===== src/include/dimc_pkg.sv =====
// Summary of operation
// - After reset input 0 drives channel 2 and input 1 drives channel 3.
// - Software may program each input's channel map to add or replace channels.
// - Each channel is the OR of output bit, mapped PWM and mapped inputs.
// - Input level monitor shows input levels, also during limp-home mode.
// - Any input high with sleep-request low enters limp-home, default channels follow the inputs.
// - Sleep-request low with all inputs low enters sleep mode.
// - Sleep-request low resets every software register to its default.
// - Sleep-request low with inputs low disables both undervoltage detectors.
// - In sleep the serial interface refuses transfers and keeps data output released.
`default_nettype none
package dimc_pkg;
   localparam int NUM_CH = 8;
   localparam int NUM_IN = 2;
   localparam int NUM_PWM = 2;
   localparam logic [7:0] OFS_OUT = 8'h00;
   localparam logic [7:0] OFS_MAP0 = 8'h04;
   localparam logic [7:0] OFS_MAP1 = 8'h08;
   localparam logic [7:0] OFS_PWMMAP0 = 8'h0c;
   localparam logic [7:0] OFS_PWMMAP1 = 8'h10;
   localparam logic [7:0] OFS_MONITOR = 8'h14;
   localparam logic [7:0] OFS_STATUS = 8'h18;
   localparam logic [7:0] RST_OUT = 8'h00;
   localparam logic [7:0] RST_MAP0 = 8'h04;
   localparam logic [7:0] RST_MAP1 = 8'h08;
   localparam logic [7:0] RST_PWMMAP = 8'h00;
   localparam int STAT_MODE_LSB = 0;
   localparam int STAT_UV_EN = 2;
   localparam int STAT_SERIAL_EN = 3;
   typedef enum {MODE_ACTIVE, MODE_LIMP, MODE_SLEEP} dimc_mode_t;
   typedef struct packed {
      logic [7:0] outBits;
      logic [7:0] map0;
      logic [7:0] map1;
      logic [7:0] pwmMap0;
      logic [7:0] pwmMap1;
   } dimc_regs_t;
   typedef struct packed {
      logic cyc;
      logic stb;
      logic we;
      logic [3:0] sel;
      logic [7:0] adr;
      logic [31:0] dat;
   } dimc_wb_req_t;
endpackage
`default_nettype wire


===== src/hw/dimc_sync.sv =====
`default_nettype none
module dimc_sync #(
   parameter int WIDTH = 1
) (
   input wire logic core_clk,
   input wire logic resetn,
   input wire logic [WIDTH-1:0] asyncIn,
   output logic [WIDTH-1:0] syncOut
);
   logic [WIDTH-1:0] meta_reg;
   logic [WIDTH-1:0] sync_reg;
   always_ff @(posedge core_clk or negedge resetn) begin
      if (!resetn) begin
         meta_reg <= '0;
         sync_reg <= '0;
      end else begin
         meta_reg <= asyncIn;
         sync_reg <= meta_reg;
      end
   end
   assign syncOut = sync_reg;
endmodule
`default_nettype wire


===== src/hw/direct_input_mode_control.sv =====
// Our own choices: the register addresses and the Wishbone slave port.
`default_nettype none
module direct_input_mode_control
   import dimc_pkg::*;
(
   input wire logic core_clk,
   input wire logic resetn,
   input wire logic [NUM_IN-1:0] parallelInput,
   input wire logic sleepRequestN,
   input wire logic [NUM_PWM-1:0] pwmGen,
   input wire logic serialSelectN,
   input wire logic serialDataOutInt,
   output logic serialDataOut,
   output logic serialDataOutEn,
   output logic serialEnable,
   output logic [NUM_CH-1:0] channelDrive,
   output logic undervoltageEnable,
   output logic limpHome,
   output logic sleepMode,
   input wire logic wbCyc,
   input wire logic wbStb,
   input wire logic wbWe,
   input wire logic [3:0] wbSel,
   input wire logic [7:0] wbAdr,
   input wire logic [31:0] wbDatW,
   output logic [31:0] wbDatR,
   output logic wbAck
);
   // ==========================================================
   // Input synchronisation
   // ==========================================================
   logic [NUM_IN:0] pinsSync;
   logic [NUM_IN-1:0] inSync;
   logic idleHigh;

   dimc_sync #(.WIDTH(NUM_IN + 1)) uSync (
      .core_clk(core_clk),
      .resetn(resetn),
      .asyncIn({sleepRequestN, parallelInput}),
      .syncOut(pinsSync)
   );
   assign inSync = pinsSync[NUM_IN-1:0];
   assign idleHigh = pinsSync[NUM_IN];

   // ==========================================================
   // Mode decision
   // ==========================================================
   // The controller must hold each sleep-request level for the minimum
   // transition time; the mode follows the synchronised level directly.
   dimc_mode_t mode_reg, mode_next;
   always_comb begin
      mode_next = MODE_ACTIVE;
      if (!idleHigh && |inSync) begin
         mode_next = MODE_LIMP;
      end else if (!idleHigh) begin
         mode_next = MODE_SLEEP;
      end
   end
   always_ff @(posedge core_clk or negedge resetn) begin
      if (!resetn) begin
         mode_reg <= MODE_SLEEP;
      end else begin
         mode_reg <= mode_next;
      end
   end

   logic inLimp, inSleep;
   always_comb begin
      inLimp = 1'b0;
      inSleep = 1'b0;
      case (mode_reg)
         MODE_LIMP: inLimp = 1'b1;
         MODE_SLEEP: inSleep = 1'b1;
         MODE_ACTIVE: ;
         default: inSleep = 1'b1;
      endcase
   end
   assign limpHome = inLimp;
   assign sleepMode = inSleep;
   assign undervoltageEnable = !inSleep;
   // Serial interface is gated off in sleep so no transfer is accepted.
   assign serialEnable = !inSleep;
   assign serialDataOutEn = !inSleep && !serialSelectN;
   assign serialDataOut = serialDataOutInt && serialDataOutEn;

   // ==========================================================
   // Software registers
   // ==========================================================
   dimc_regs_t regs_reg, regs_next;
   logic ack_reg, ack_next;
   logic [31:0] rdat_reg, rdat_next;
   logic busReq;
   assign busReq = wbCyc && wbStb && !ack_reg;

   function automatic logic [7:0] merge8(input logic [7:0] old, input logic [31:0] d, input logic [3:0] s);
      merge8 = s[0] ? d[7:0] : old;
   endfunction

   always_comb begin
      regs_next = regs_reg;
      ack_next = busReq;
      rdat_next = rdat_reg;
      if (busReq && wbWe) begin
         case (wbAdr)
            OFS_OUT: regs_next.outBits = merge8(regs_reg.outBits, wbDatW, wbSel);
            OFS_MAP0: regs_next.map0 = merge8(regs_reg.map0, wbDatW, wbSel);
            OFS_MAP1: regs_next.map1 = merge8(regs_reg.map1, wbDatW, wbSel);
            OFS_PWMMAP0: regs_next.pwmMap0 = merge8(regs_reg.pwmMap0, wbDatW, wbSel);
            OFS_PWMMAP1: regs_next.pwmMap1 = merge8(regs_reg.pwmMap1, wbDatW, wbSel);
            default: ;
         endcase
      end
      if (busReq && !wbWe) begin
         case (wbAdr)
            OFS_OUT: rdat_next = {24'h000000, regs_reg.outBits};
            OFS_MAP0: rdat_next = {24'h000000, regs_reg.map0};
            OFS_MAP1: rdat_next = {24'h000000, regs_reg.map1};
            OFS_PWMMAP0: rdat_next = {24'h000000, regs_reg.pwmMap0};
            OFS_PWMMAP1: rdat_next = {24'h000000, regs_reg.pwmMap1};
            OFS_MONITOR: rdat_next = {30'h0, inSync};
            OFS_STATUS: rdat_next = {28'h0000000, !inSleep, !inSleep, inSleep, inLimp};
            default: rdat_next = 32'h00000000;
         endcase
      end
      // A low sleep-request level holds the registers at default.
      if (!idleHigh) begin
         regs_next = '{outBits: RST_OUT, map0: RST_MAP0, map1: RST_MAP1,
                       pwmMap0: RST_PWMMAP, pwmMap1: RST_PWMMAP};
      end
   end
   always_ff @(posedge core_clk or negedge resetn) begin
      if (!resetn) begin
         regs_reg <= '{outBits: RST_OUT, map0: RST_MAP0, map1: RST_MAP1,
                       pwmMap0: RST_PWMMAP, pwmMap1: RST_PWMMAP};
         ack_reg <= 1'b0;
         rdat_reg <= 32'h00000000;
      end else begin
         regs_reg <= regs_next;
         ack_reg <= ack_next;
         rdat_reg <= rdat_next;
      end
   end
   assign wbAck = ack_reg;
   assign wbDatR = rdat_reg;

   // ==========================================================
   // Channel drive
   // ==========================================================
   logic [NUM_CH-1:0] drive_reg, drive_next;
   always_comb begin
      drive_next = regs_reg.outBits
                 | ({NUM_CH{pwmGen[0]}} & regs_reg.pwmMap0)
                 | ({NUM_CH{pwmGen[1]}} & regs_reg.pwmMap1)
                 | ({NUM_CH{inSync[0]}} & regs_reg.map0)
                 | ({NUM_CH{inSync[1]}} & regs_reg.map1);
      if (inLimp) begin
         // Registers sit at default in limp-home, so only default channels follow inputs.
         drive_next = ({NUM_CH{inSync[0]}} & RST_MAP0) | ({NUM_CH{inSync[1]}} & RST_MAP1);
      end else if (inSleep) begin
         drive_next = '0;
      end
   end
   always_ff @(posedge core_clk or negedge resetn) begin
      if (!resetn) begin
         drive_reg <= '0;
      end else begin
         drive_reg <= drive_next;
      end
   end
   assign channelDrive = drive_reg;
endmodule
`default_nettype wire


===== config.mk =====
export PLATFORM = sky130hd
export DESIGN_NAME = direct_input_mode_control
export DESIGN_NICKNAME = d
export VERILOG_FILES = /design/src/include/dimc_pkg.sv /design/src/hw/dimc_sync.sv /design/src/hw/direct_input_mode_control.sv
export SDC_FILE = /design/constraint.sdc
export NUM_CORES = 1
export LEC_CHECK = 0
export ABC_AREA = 1
export BUFFER_PORTS_ARGS = -buffer_cell sky130_fd_sc_hd__buf_2
export CAP_MARGIN = 40
export CORE_ASPECT_RATIO = 0.5
export CORE_UTILIZATION = 55
export CTS_CLUSTER_DIAMETER = 200
export DETAILED_ROUTE_END_ITERATION = 7
export PLACE_DENSITY = 0.95
export SLEW_MARGIN = 20
export SYNTH_ARGS = -nofsm -noshare
export SYNTH_HDL_FRONTEND = slang
export SYNTH_SLANG_ARGS = --single-unit

===== constraint.sdc =====
create_clock -name core_clk -period 2.5 [get_ports core_clk]
set_clock_uncertainty 0.1 [all_clocks]
set_input_delay 0 -clock core_clk [delete_from_list [all_inputs] [get_ports core_clk]]
set_output_delay 0 -clock core_clk [all_outputs]
set_load 0.005 [all_outputs]

## Yosys cells after proc, flatten, opt, wreduce, memory -nomap -nowiden

Cells that the tools add are included.

- Bits in registers: 119
- Bits in latches: 0
- Memory bits (writable): 0
- Bits in read-only memories: 0
- Bits of input ports: 56
- Logic and storage cells: 69
- Memories kept: 0

- $add $sub $neg: 0
- Multiply operators: 0
- Div/mod/pow operators: 0
- Order comparisons: 0
- Equal/unequal tests: 14
- Shift-type cells: 0
- Multiplexer cells: 15
- Bitwise gates (word level): 9
- Reductions and logical operators: 20

Operators with widths:

| cell | count |
|---|---|
| 2-to-1 mux 40 bit | 2 |
| 2-to-1 mux 8 bit | 8 |
| one-hot mux 8 bit (7 select lines) | 1 |
| AND 8 bit | 4 |
| == test 32 x 1 -> 1 bit (second input constant) | 1 |
| zero test 32 bit | 1 |
| 2-to-1 mux 32 bit | 1 |
| bitwise OR 8 bit | 4 |
| == test 8 x 5 -> 1 bit (second input constant) | 3 |
| == test 8 x 4 -> 1 bit (second input constant) | 2 |
| AND reduction 3 bit | 5 |
| inequality test 2 bit (second input constant) | 7 |
| == test 8 x 3 -> 1 bit (second input constant) | 1 |
| zero test 8 bit | 1 |
| logical AND 1 bit | 7 |
| zero test 1 bit | 4 |
| bitwise OR 3 x 4 -> 4 bit | 1 |
| OR reduction 2 bit | 2 |
| 2-to-1 mux 1 bit | 2 |
| 2-to-1 mux 2 bit | 1 |

## Logic depth before layout (Yosys ltp)

Gate-level depths: netlist of the first run.

- Word-level depth: 7
- Mapped depth: 10
- Gate-level depth less buffers: 9

## By module

Synthesis of the first run repeated with hierarchy kept, for this count alone.

- Cell total of the unflattened synthesis: 401
- Area, all modules: 3,359.5 um2

By module, submodules not included:

| module | times used | cells each | area an instance (um2) | seq. area each (um2) |
|---|---|---|---|---|
| direct_input_mode_control | 1 | 395 | 3,209.3 | 1,480.2 |
| dimc_sync | 1 | 6 | 150.1 | 150.1 |

## Worst setup path after synthesis of the first run

Ideal clock, no wire load.

- Path kind: reg-to-reg
- Start: register ack_reg, in the netlist wbAck
- End: register rdat_reg[4], in the netlist wbDatR[4]
- Setup time: 123 ps
- Arrival: 1,170 ps
- Required time: 2,277 ps
- Path slack: 1,107 ps
- Stages on the path, launching flop included: 7
- Buffers on the path: 0
- Path through: dfrtp_1 > nor2_4 > inv_1 > nor2_1 > inv_1 > nand2_1 > nand2_1

- Longest elaborated chain between the ends: 3

RTL lines:

| item | RTL line | source |
|---|---|---|
| start: declaration | direct_input_mode_control.sv:90 | `logic ack_reg, ack_next;` |
| start signal: assignment | direct_input_mode_control.sv:139 | `ack_reg <= ack_next;` |
| zero test 1 bit | direct_input_mode_control.sv:93 | `assign busReq = wbCyc && wbStb && !ack_reg;` |
| logical AND 1 bit | direct_input_mode_control.sv:93 |  |
| net ack_next | direct_input_mode_control.sv:90 |  |
| logical AND 1 bit | direct_input_mode_control.sv:113 | `if (busReq && !wbWe) begin` |
| end signal: assignment | direct_input_mode_control.sv:140 | `rdat_reg <= rdat_next;` |
| end: declaration | direct_input_mode_control.sv:91 | `logic [31:0] rdat_reg, rdat_next;` |

The timed path passes the listed nets, and every way through them passes these cells.
A chain may end at the register's enable or synchronous reset.

## Final worst setup path of the first run

- Start: input port wbStb
- End: register regs_reg[12] (netlist name)

- Longest elaborated chain between the ends: 5

RTL lines:

| item | RTL line | source |
|---|---|---|
| start: declaration | direct_input_mode_control.sv:21 | `input wire logic wbStb,` |
| logical AND 1 bit (2 in a row) | direct_input_mode_control.sv:93 |  |
| net ack_next | direct_input_mode_control.sv:90 |  |
| logical AND 1 bit | direct_input_mode_control.sv:103 | `if (busReq && wbWe) begin` |
| inequality test 2 bit (no line) | n/a |  |
| AND reduction 3 bit (no line) | n/a |  |
| end signal: assignment | direct_input_mode_control.sv:133 | `regs_reg <= '{outBits: RST_OUT, map0: RST_MAP0, map1: RST_MAP1,` |
| end signal: assignment | direct_input_mode_control.sv:138 | `regs_reg <= regs_next;` |
| end: declaration | direct_input_mode_control.sv:89 | `dimc_regs_t regs_reg, regs_next;` |

The timed path passes the listed nets, and every way through them passes these cells.

==> flow_summary.yaml, run 1 <==
clocking:
  path_clk_slew_ns: 0.06
  ctsResizeCount: 0
  htree_num_levels: 3
  cts.sinks: 65
  root_buffer: "clkbuf_16"
  clkLatencyLatePin_ns: 0.34
  cts_buffer_depth: 2
  cts_buffers: 9
  cts_tree: "done"
run:
  maxCapViolations: 0
routing:
  wl_per_cell_um: 15.6
  drt_pass1_iterations: 6
  vias: 3169
  drt-initial-drc-count: 411
  final_antenna_net_count: 0
  routed_wl_mm: 8.64
  avgViaCountPerCell: 5.72
  drc: 0
power:
  leakage_nw: 2.12
  vdd_drop_max_mv: 0.503
  powerDensity_nw_per_um2: 656
yosys:
  synth_edf_count: 0
  async_reset_ff_share_pct: 100
  yosysTopAreaCell: "dfrtp_1"
  synth_area_per_cell_sq_um: 8.29
  syn_area_sq_um: 3380
  synth.area.top_cells: "dfrtp_1, nand2_1, nand3_1"
  synth_flop_cell: "dfrtp_1"
  synth_cell_types: 30
  synth-seq-area-share_pct: 48.2
  ys_seq_elements: 65
  yosys_warnings: 0
  synth_top_area_share_pct: 45.9
  synthCells: 408
floorplan:
  die_area_sq_um: 6480
  die_w_um: 113
  io_pins: 103
  dieHeight_um: 57.4
  core_area_sq_um: 5710
  rows: 19
  start_util_pct: 59.3
cells_and_area:
  area_growth_syn_to_layout_pct: 19.4
  drive_above_1_share_pct: 21.5
  nFillCells: 411
  largest_reg_flops: 40
  postLayoutCoreUtil_pct: 70.7
  nets: 531
  multi_input_area_sq_um: 1460
  final_common_cell: "nand2_1"
  layout_common_cells: "nand2_1, dfrtp_1, nand3_1"
  final-seq-area_sq_um: 1630
worst_setup_path:
  cp_data_arrival_time_ns: 2.29
  endpoint_kind: "register"
  slowest_delay_ns: 0.58
  worst_setup_path_start_kind: "primary input"
  crit_required_ns: 2.65
  critPathMaxFanout: 16
  cp_slowest_cell: "dlygate4sd3_1"
  crit_type: "primary input to register"
  path_cells: "dlygate4sd3_1, buf_2, nand2_1, dlygate4sd3_1, nor2_4, nand3_4, o21ai_4, nor2_1, a21oi_1"
  cpMostUsedCell: "dlygate4sd3_1"
grt:
  overflow: 0
  met1_usage_pct: 36.5
  grt_use_total_pct: 28.7
  grt_pass1_wl_mm: 13.7
  use_met2_pct: 42.4
  antenna_found_initial: 0
  grt_max_degree: 37
  grt-busiest-layer: "met2"
  met3_usage_pct: 11.1
  grt_pass1_vias: 2840
sta:
  timing.final.crit_share_pct: 85.6
  setup_tns_ns: 0
  tightest_slew_ns: 0.688
  fin_crit_ns: 2.14
  setup_violations: 0
  slew_viol_final: 0
  slew_headroom_pct: 54.1
  fmax_ghz: 0.467
  setup_slack_ns: 0.360
  rsz0062_at_grt: "false"
  finalHoldViolations: 0
place:
  place.gp.congestion: 0.889
  dp_hpwl_mm: 5.68
  pre_cts_ws_ns: 0.882
  io_buffers: 51
outcome:
  outcome: "finished, final reports clean"
hold_path:
  hold_class: "primary input to register"
[routing by layer]
metal	vias to the layer above	share of wire (%)
met3	40	15
met1	1444	41
li1	1417	-
met4	0	3.2
met5	-	0
met2	268	41
[Yosys cell counts (2+ instances only)]
cell type / count
nand2_1: 93
dfrtp_1: 62
nand3_1: 55
nor2_1: 53
a21oi_1: 37
buf_4: 28
inv_1: 18
a41oi_1: 6
clkbuf_1: 6
inv_2: 6
nand2_4: 5
o21ai_0: 5
buf_2: 4
a21oi_2: 3
buf_6: 3
dfstp_2: 3
o21ai_4: 3
nand2_2: 2
nor2_2: 2
nor2_8: 2
nor3_1: 2
o22ai_1: 2
[power by group]
group | internal [mW] | total (mW) | switching [mW] | leakage, nW
combinational | 0.113 | 0.292 | 0.180 | 1.18
sequential | 1.13 | 1.19 | 0.0643 | 0.804
clock | 0.678 | 1.17 | 0.488 | 0.132
[worst max-delay path: cells and delay by family]
family | cells | cell delay (ns)
buf+inv | 3 | 1.21
simple gates | 4 | 0.44
compound gates | 2 | 0.63
[per-stage QoR]
step                      power, mW  hold WS [ns]  area (sq um)  std cells
after CTS                      2.64        0.0203          4000        551
after global placement         1.45       0.00815          3570        520
after floorplan                1.37        -0.396          3470        431
final                          2.65        0.0253          4040        554
after detailed placement       1.46       0.00966          3570        520
after global routing           2.74        0.0493          4030        553
[final timing paths]
path	slack, ns	startpoint	cells past startpoint	to
worst min-delay path	0.03	wbWe	5	wbDatR[2]
max in group asynchronous	1.13	resetn	5	mode_reg[1]
min in group asynchronous	0.45	resetn	3	regs_reg[16]
worst min register to register	0.25	uSync.meta_reg[0]	0	uSync.syncOut[0]
worst max register to register	0.86	wbAck	5	regs_reg[12]
worst max-delay path	0.36	wbStb	9	regs_reg[12]
[repair_timing]
item	in CTS	in global routing
hold endpoints to repair	79	3
setup buffers	0	0
setup endpoints to repair	0	0
hold buffers	15	1
[final cells by class]
class | instances | area share [%]
tap | 73 | 2.26
clock inverter | 7 | 1.36
sequential | 65 | 40.4
multi-input combinational | 301 | 36.2
clock buffer | 9 | 5.58
antenna | 1 | 0.0620
inverter | 24 | 2.23
timing repair buffer | 74 | 11.9
[logic make-up (layout without fill, tap and decap cells)]
family	after synthesis	in the layout	share of synthesized area, %
simple gates	219	219	29.8
flops	65	65	48.2
buf+inv	65	114	11.1
compound gates	58	58	10.7
other cells	1	25	0.111
(Power assumes the default switching activity.)
==> run 2, diff against run 1 <==
CORE_MARGIN = 5   (was not set)
CORE_UTILIZATION = 35   (was 55)
PLACE_DENSITY = 0.68   (was 0.95)
==> flow_summary.yaml, run 2 (synthesis gave the netlist of run 1 again) <==
floorplan:
  die_area_sq_um: 11800
  core_area_sq_um: 9450
  die_w_um: 149
  rows: 25
  io_pins: 103
  start_util_pct: 35.8
  dieHeight_um: 79.5
run:
  maxCapViolations: 0
routing:
  vias: 2929
  avgViaCountPerCell: 4.78
  wl_per_cell_um: 14.7
  drt_pass1_iterations: 5
  drc: 0
  final_antenna_net_count: 0
  routed_wl_mm: 9.02
  drt-initial-drc-count: 325
worst_setup_path:
  worst_setup_path_start_kind: "primary input"
  slowest_delay_ns: 0.58
  crit_type: "primary input to register"
  r2r_start: "wbAck"
  r2r_slack_ns: 0.85
  critPathMaxFanout: 9
  crit_required_ns: 2.68
  r2r_cells: 7
  rr_endpoint: "regs_reg[22]"
  path_cells: "dlygate4sd3_1, buf_2, nand2_1, dlygate4sd3_1, nor2_4, nand3_4, inv_2, nand3_2, inv_1, nand3_1, nand2_1"
  cp_slowest_cell: "dlygate4sd3_1"
  endpoint_kind: "register"
  cp_data_arrival_time_ns: 2.31
hold_path:
  hold_end: "channelDrive[7]"
  hold_path_startpoint: "pwmGen[1]"
  hold_class: "primary input to register"
  min_path_cells: 3
sta:
  timing.final.crit_share_pct: 85.4
  tightest_slew_ns: 0.730
  slew_headroom_pct: 51.1
  rsz0062_at_grt: "false"
  setup_tns_ns: 0
  finalHoldViolations: 0
  fmax_ghz: 0.468
  setup_violations: 0
  fin_crit_ns: 2.14
  slew_viol_final: 0
  setup_slack_ns: 0.365
grt:
  grt_pass1_wl_mm: 14.3
  antenna_found_initial: 0
  grt_use_total_pct: 15.9
  overflow: 0
  grt_max_degree: 66
  grt_pass1_vias: 2766
place:
  dp_hpwl_mm: 6.09
  place.gp.congestion: 0.890
  dp.cells: 582
  io_buffers: 51
  pre_cts_ws_ns: 0.878
power:
  powerDensity_nw_per_um2: 647
  vdd_drop_max_mv: 0.257
  power.total_mw: 2.65
  p_clk_share_pct: 44.5
  seqPwrFrac_pct: 44.6
  switchingPower_mw: 0.695
  leakage_nw: 2.12
  intPower_mw: 1.96
  comb_power_share_pct: 10.9
  swShare_pct: 26.2
clocking:
  post_cts_buffers: 0
  cts_buffer_depth: 2
  path_clk_slew_ns: 0.05
  htree_num_levels: 3
  cts_buffers: 9
  cts_hold_buf: 14
  root_buffer: "clkbuf_16"
  cts.sinks: 65
  cts_tree: "done"
  clkLatencyLatePin_ns: 0.34
  ctsResizeCount: 0
cells_and_area:
  drive_above_1_share_pct: 21.5
  final_cells: 613
  antenna_cells: 0
  postLayoutCoreUtil_pct: 43.4
  layout_common_cells: "nand2_1, dfrtp_1, nand3_1"
  largest_reg_flops: 40
  final_common_cell: "nand2_1"
  nets: 529
  nFillCells: 940
  area_growth_syn_to_layout_pct: 21.3
outcome:
  outcome: "finished, final reports clean"
[run 2: final cells by class]
type | count | area [sq um] | share of cell area (%)
Multi-Input combinational cell | 301 | 1460 | 35.6
Clock buffer | 11 | 253 | 6.16
Inverter | 24 | 90.1 | 2.20
Tap cell | 135 | 169 | 4.12
Timing Repair Buffer | 72 | 468 | 11.4
Clock inverter | 5 | 30.0 | 0.732
Sequential cell | 65 | 1630 | 39.8
[run 2: worst max-delay path by stage]
stage               startpoint            to  slack, ns  cells after the start
floorplan                wbAck     wbDatR[4]       1.11                      6
global placement      wbAdr[5]  regs_reg[38]       0.91                      8
detailed placement    wbAdr[5]  regs_reg[34]       0.88                      8
CTS                      wbStb  regs_reg[22]       0.39                     11
global route             wbStb  regs_reg[17]       0.22                     11
finish                   wbStb  regs_reg[22]       0.36                     11
[run 2: layer usage]
metal / track usage, % / wire length [um]
met5: 0 / 0
met4: 5.66 / 202
met3: 6.69 / 1050
met2: 24.0 / 3910
met1: 20.7 / 3850
[run 2: worst max-delay path: cells and delay by family]
family	cells	cell delay (ns)
buffers and inverters	5	1.59
AND/OR/NAND/NOR	6	0.69
[run 2: power groups by stage]
stage	sequential, mW	combinational (mW)	clock (mW)
5_1_grt	1.19	0.327	1.26
4_1_cts	1.18	0.284	1.20
6_report	1.18	0.289	1.18
3_3_place_gp	1.20	0.262	0
3_5_place_dp	1.20	0.266	0
2_1_floorplan	1.18	0.190	0
[run 2: metrics by stage]
step	area (sq um)	hold slack [ns]
after floorplan	3470	-0.396
after global placement	3650	0.00896
after detailed placement	3650	0.00936
after CTS	4070	0.00743
after global routing	4100	0.0265
final	4100	0.0178
==> run 3, diff against run 2 <==
==> constraint.sdc (replaced) <==
create_clock -name core_clk -period 2.5 [get_ports core_clk]
set_clock_uncertainty 0.1 [all_clocks]
set_input_delay 0.5 -clock core_clk [delete_from_list [all_inputs] [get_ports core_clk]]
set_output_delay 0.5 -clock core_clk [all_outputs]
set_load 0.005 [all_outputs]
==> flow_summary.yaml, run 3 (synthesis gave the netlist of run 1 again) <==
sta:
  setup_tns_ns: 0
  tightest_slew_ns: 0.546
  slew_headroom_pct: 63.6
  finalHoldViolations: 0
  timing.final.crit_share_pct: 70.1
  rsz0062_at_grt: "false"
  hold-worst-slack_ns: 0.0285
  setup_violations: 0
  fin_crit_ns: 1.75
  slew_viol_final: 0
  fmax_ghz: 0.570
worst_setup_path:
  path_buf_inv: 1
  critPathMaxFanout: 7
  crit_required_ns: 1.90
  endpoint_kind: "primary output"
  cp_slowest_cell: "dfstp_2"
  r2r_cells: 7
  critical-path-top-delay-family: "flip-flops"
  r2r_start: "wbAck"
  slowest_delay_ns: 0.59
  worst_setup_path_start_kind: "register"
  cp_data_arrival_time_ns: 1.15
  r2r_slack_ns: 0.89
  rr_endpoint: "regs_reg[20]"
  crit_type: "register to primary output"
  path_cells: "nor2_1, buf_2"
floorplan:
  io_pins: 103
  start_util_pct: 35.8
  dieHeight_um: 79.5
  die_w_um: 149
  die_area_sq_um: 11800
  rows: 25
  core_area_sq_um: 9450
clocking:
  cts_tree: "done"
  clkLatencyLatePin_ns: 0.33
  cts.sinks: 65
  root_buffer: "clkbuf_16"
  htree_num_levels: 3
  path_clk_slew_ns: 0.05
  cts_hold_buf: 0
  cts_buffers: 9
  ctsResizeCount: 0
  cts_buffer_depth: 2
  post_cts_buffers: 0
grt:
  grt_max_degree: 24
  overflow: 0
  antenna_found_initial: 0
  grt_pass1_wl_mm: 13.9
  grt_use_total_pct: 15.4
  grt_pass1_vias: 2700
routing:
  vias: 2903
  top_layer_used: "met4"
  met3_length_um: 920
  avgViaCountPerCell: 4.83
  final_antenna_net_count: 0
  wl_met1_mm: 3.82
  drt-initial-drc-count: 201
  dr_wl_met2_mm: 4.03
  wl_per_cell_um: 14.8
  drt_pass1_iterations: 4
  drc: 0
  routed_wl_mm: 8.92
place:
  io_buffers: 51
  place.gp.congestion: 0.864
  placed_cell_area_sq_um: 3670
  dp_hpwl_mm: 6.30
cells_and_area:
  nets: 517
  nFillCells: 923
  layout_common_cells: "nand2_1, dfrtp_1, nand3_1"
  area_growth_syn_to_layout_pct: 17.6
  final_common_cell: "nand2_1"
  antenna_cells: 0
  drive_above_1_share_pct: 22.5
  final_area_sq_um: 3980
  largest_reg_flops: 40
outcome:
  outcome: "finished, final reports clean"
power:
  vdd_drop_max_mv: 0.276
  powerDensity_nw_per_um2: 674
  power.total_mw: 2.68
  leakage_nw: 2.07
hold_path:
  hold_class: "primary input to asynchronous set/reset pin"
run:
  maxCapViolations: 0
run 3: cell count changes in the layout (fill, tap and decap cells not counted), sizes merged:
cell,previous run,this run
clkinvlp,2,3
buf,58,60
clkbuf,11,13
clkinv,3,0
dlygate4sd3,14,0
run 3: how the worst max path moves through the flow:
stage                 from           end  slack [ns]  cells past startpoint
2_1_floorplan     wbAdr[0]  regs_reg[39]        0.95                      8
3_3_place_gp      wbAdr[7]  regs_reg[36]        0.45                      8
3_5_place_dp      wbAdr[7]  regs_reg[34]        0.41                      8
4_1_cts        mode_reg[1]      limpHome        0.73                      2
5_1_grt           wbAdr[7]  regs_reg[34]        0.62                      8
6_report       mode_reg[1]      limpHome        0.75                      2
run 3: power by group:
part	leakage, nW	switching (mW)	internal [mW]	total, mW
Clock	0.140	0.448	0.778	1.23
Sequential	0.804	0.0589	1.13	1.19
Combinational	1.12	0.173	0.0946	0.268
run 3: worst reg2reg max path, delay by kind of cell, from the launching register on:
family / cells / cell delay [ns]
flops: 1 / 0.40
simple gates: 5 / 0.67
buf+inv: 2 / 0.37
run 3: cell type report:
type	count	area [sq um]	share of cell area [%]
flip-flops and latches	65	1630	41.0
multi-input cells	301	1460	36.7
repair buffers	60	323	8.12
clock buffers	13	280	7.05
well taps	135	169	4.25
inverters	24	90.1	2.27
clock inverters	3	22.5	0.567
run 3: metrics by stage:
step	cells	setup slack (ns)	util, %
6_report	601	0.746	42.1
5_1_grt	601	0.620	42.1
4_1_cts	601	0.735	42.1
3_5_place_dp	585	0.414	38.9
3_3_place_gp	585	0.455	38.9
2_1_floorplan	431	0.950	-
run 3: per-layer routing:
layer / track usage, % / vias up
met2: 23.7 / 110
met4: 7.03 / 0
met3: 4.31 / 16
li1: - / 1394
met5: 0 / -
met1: 20.1 / 1383
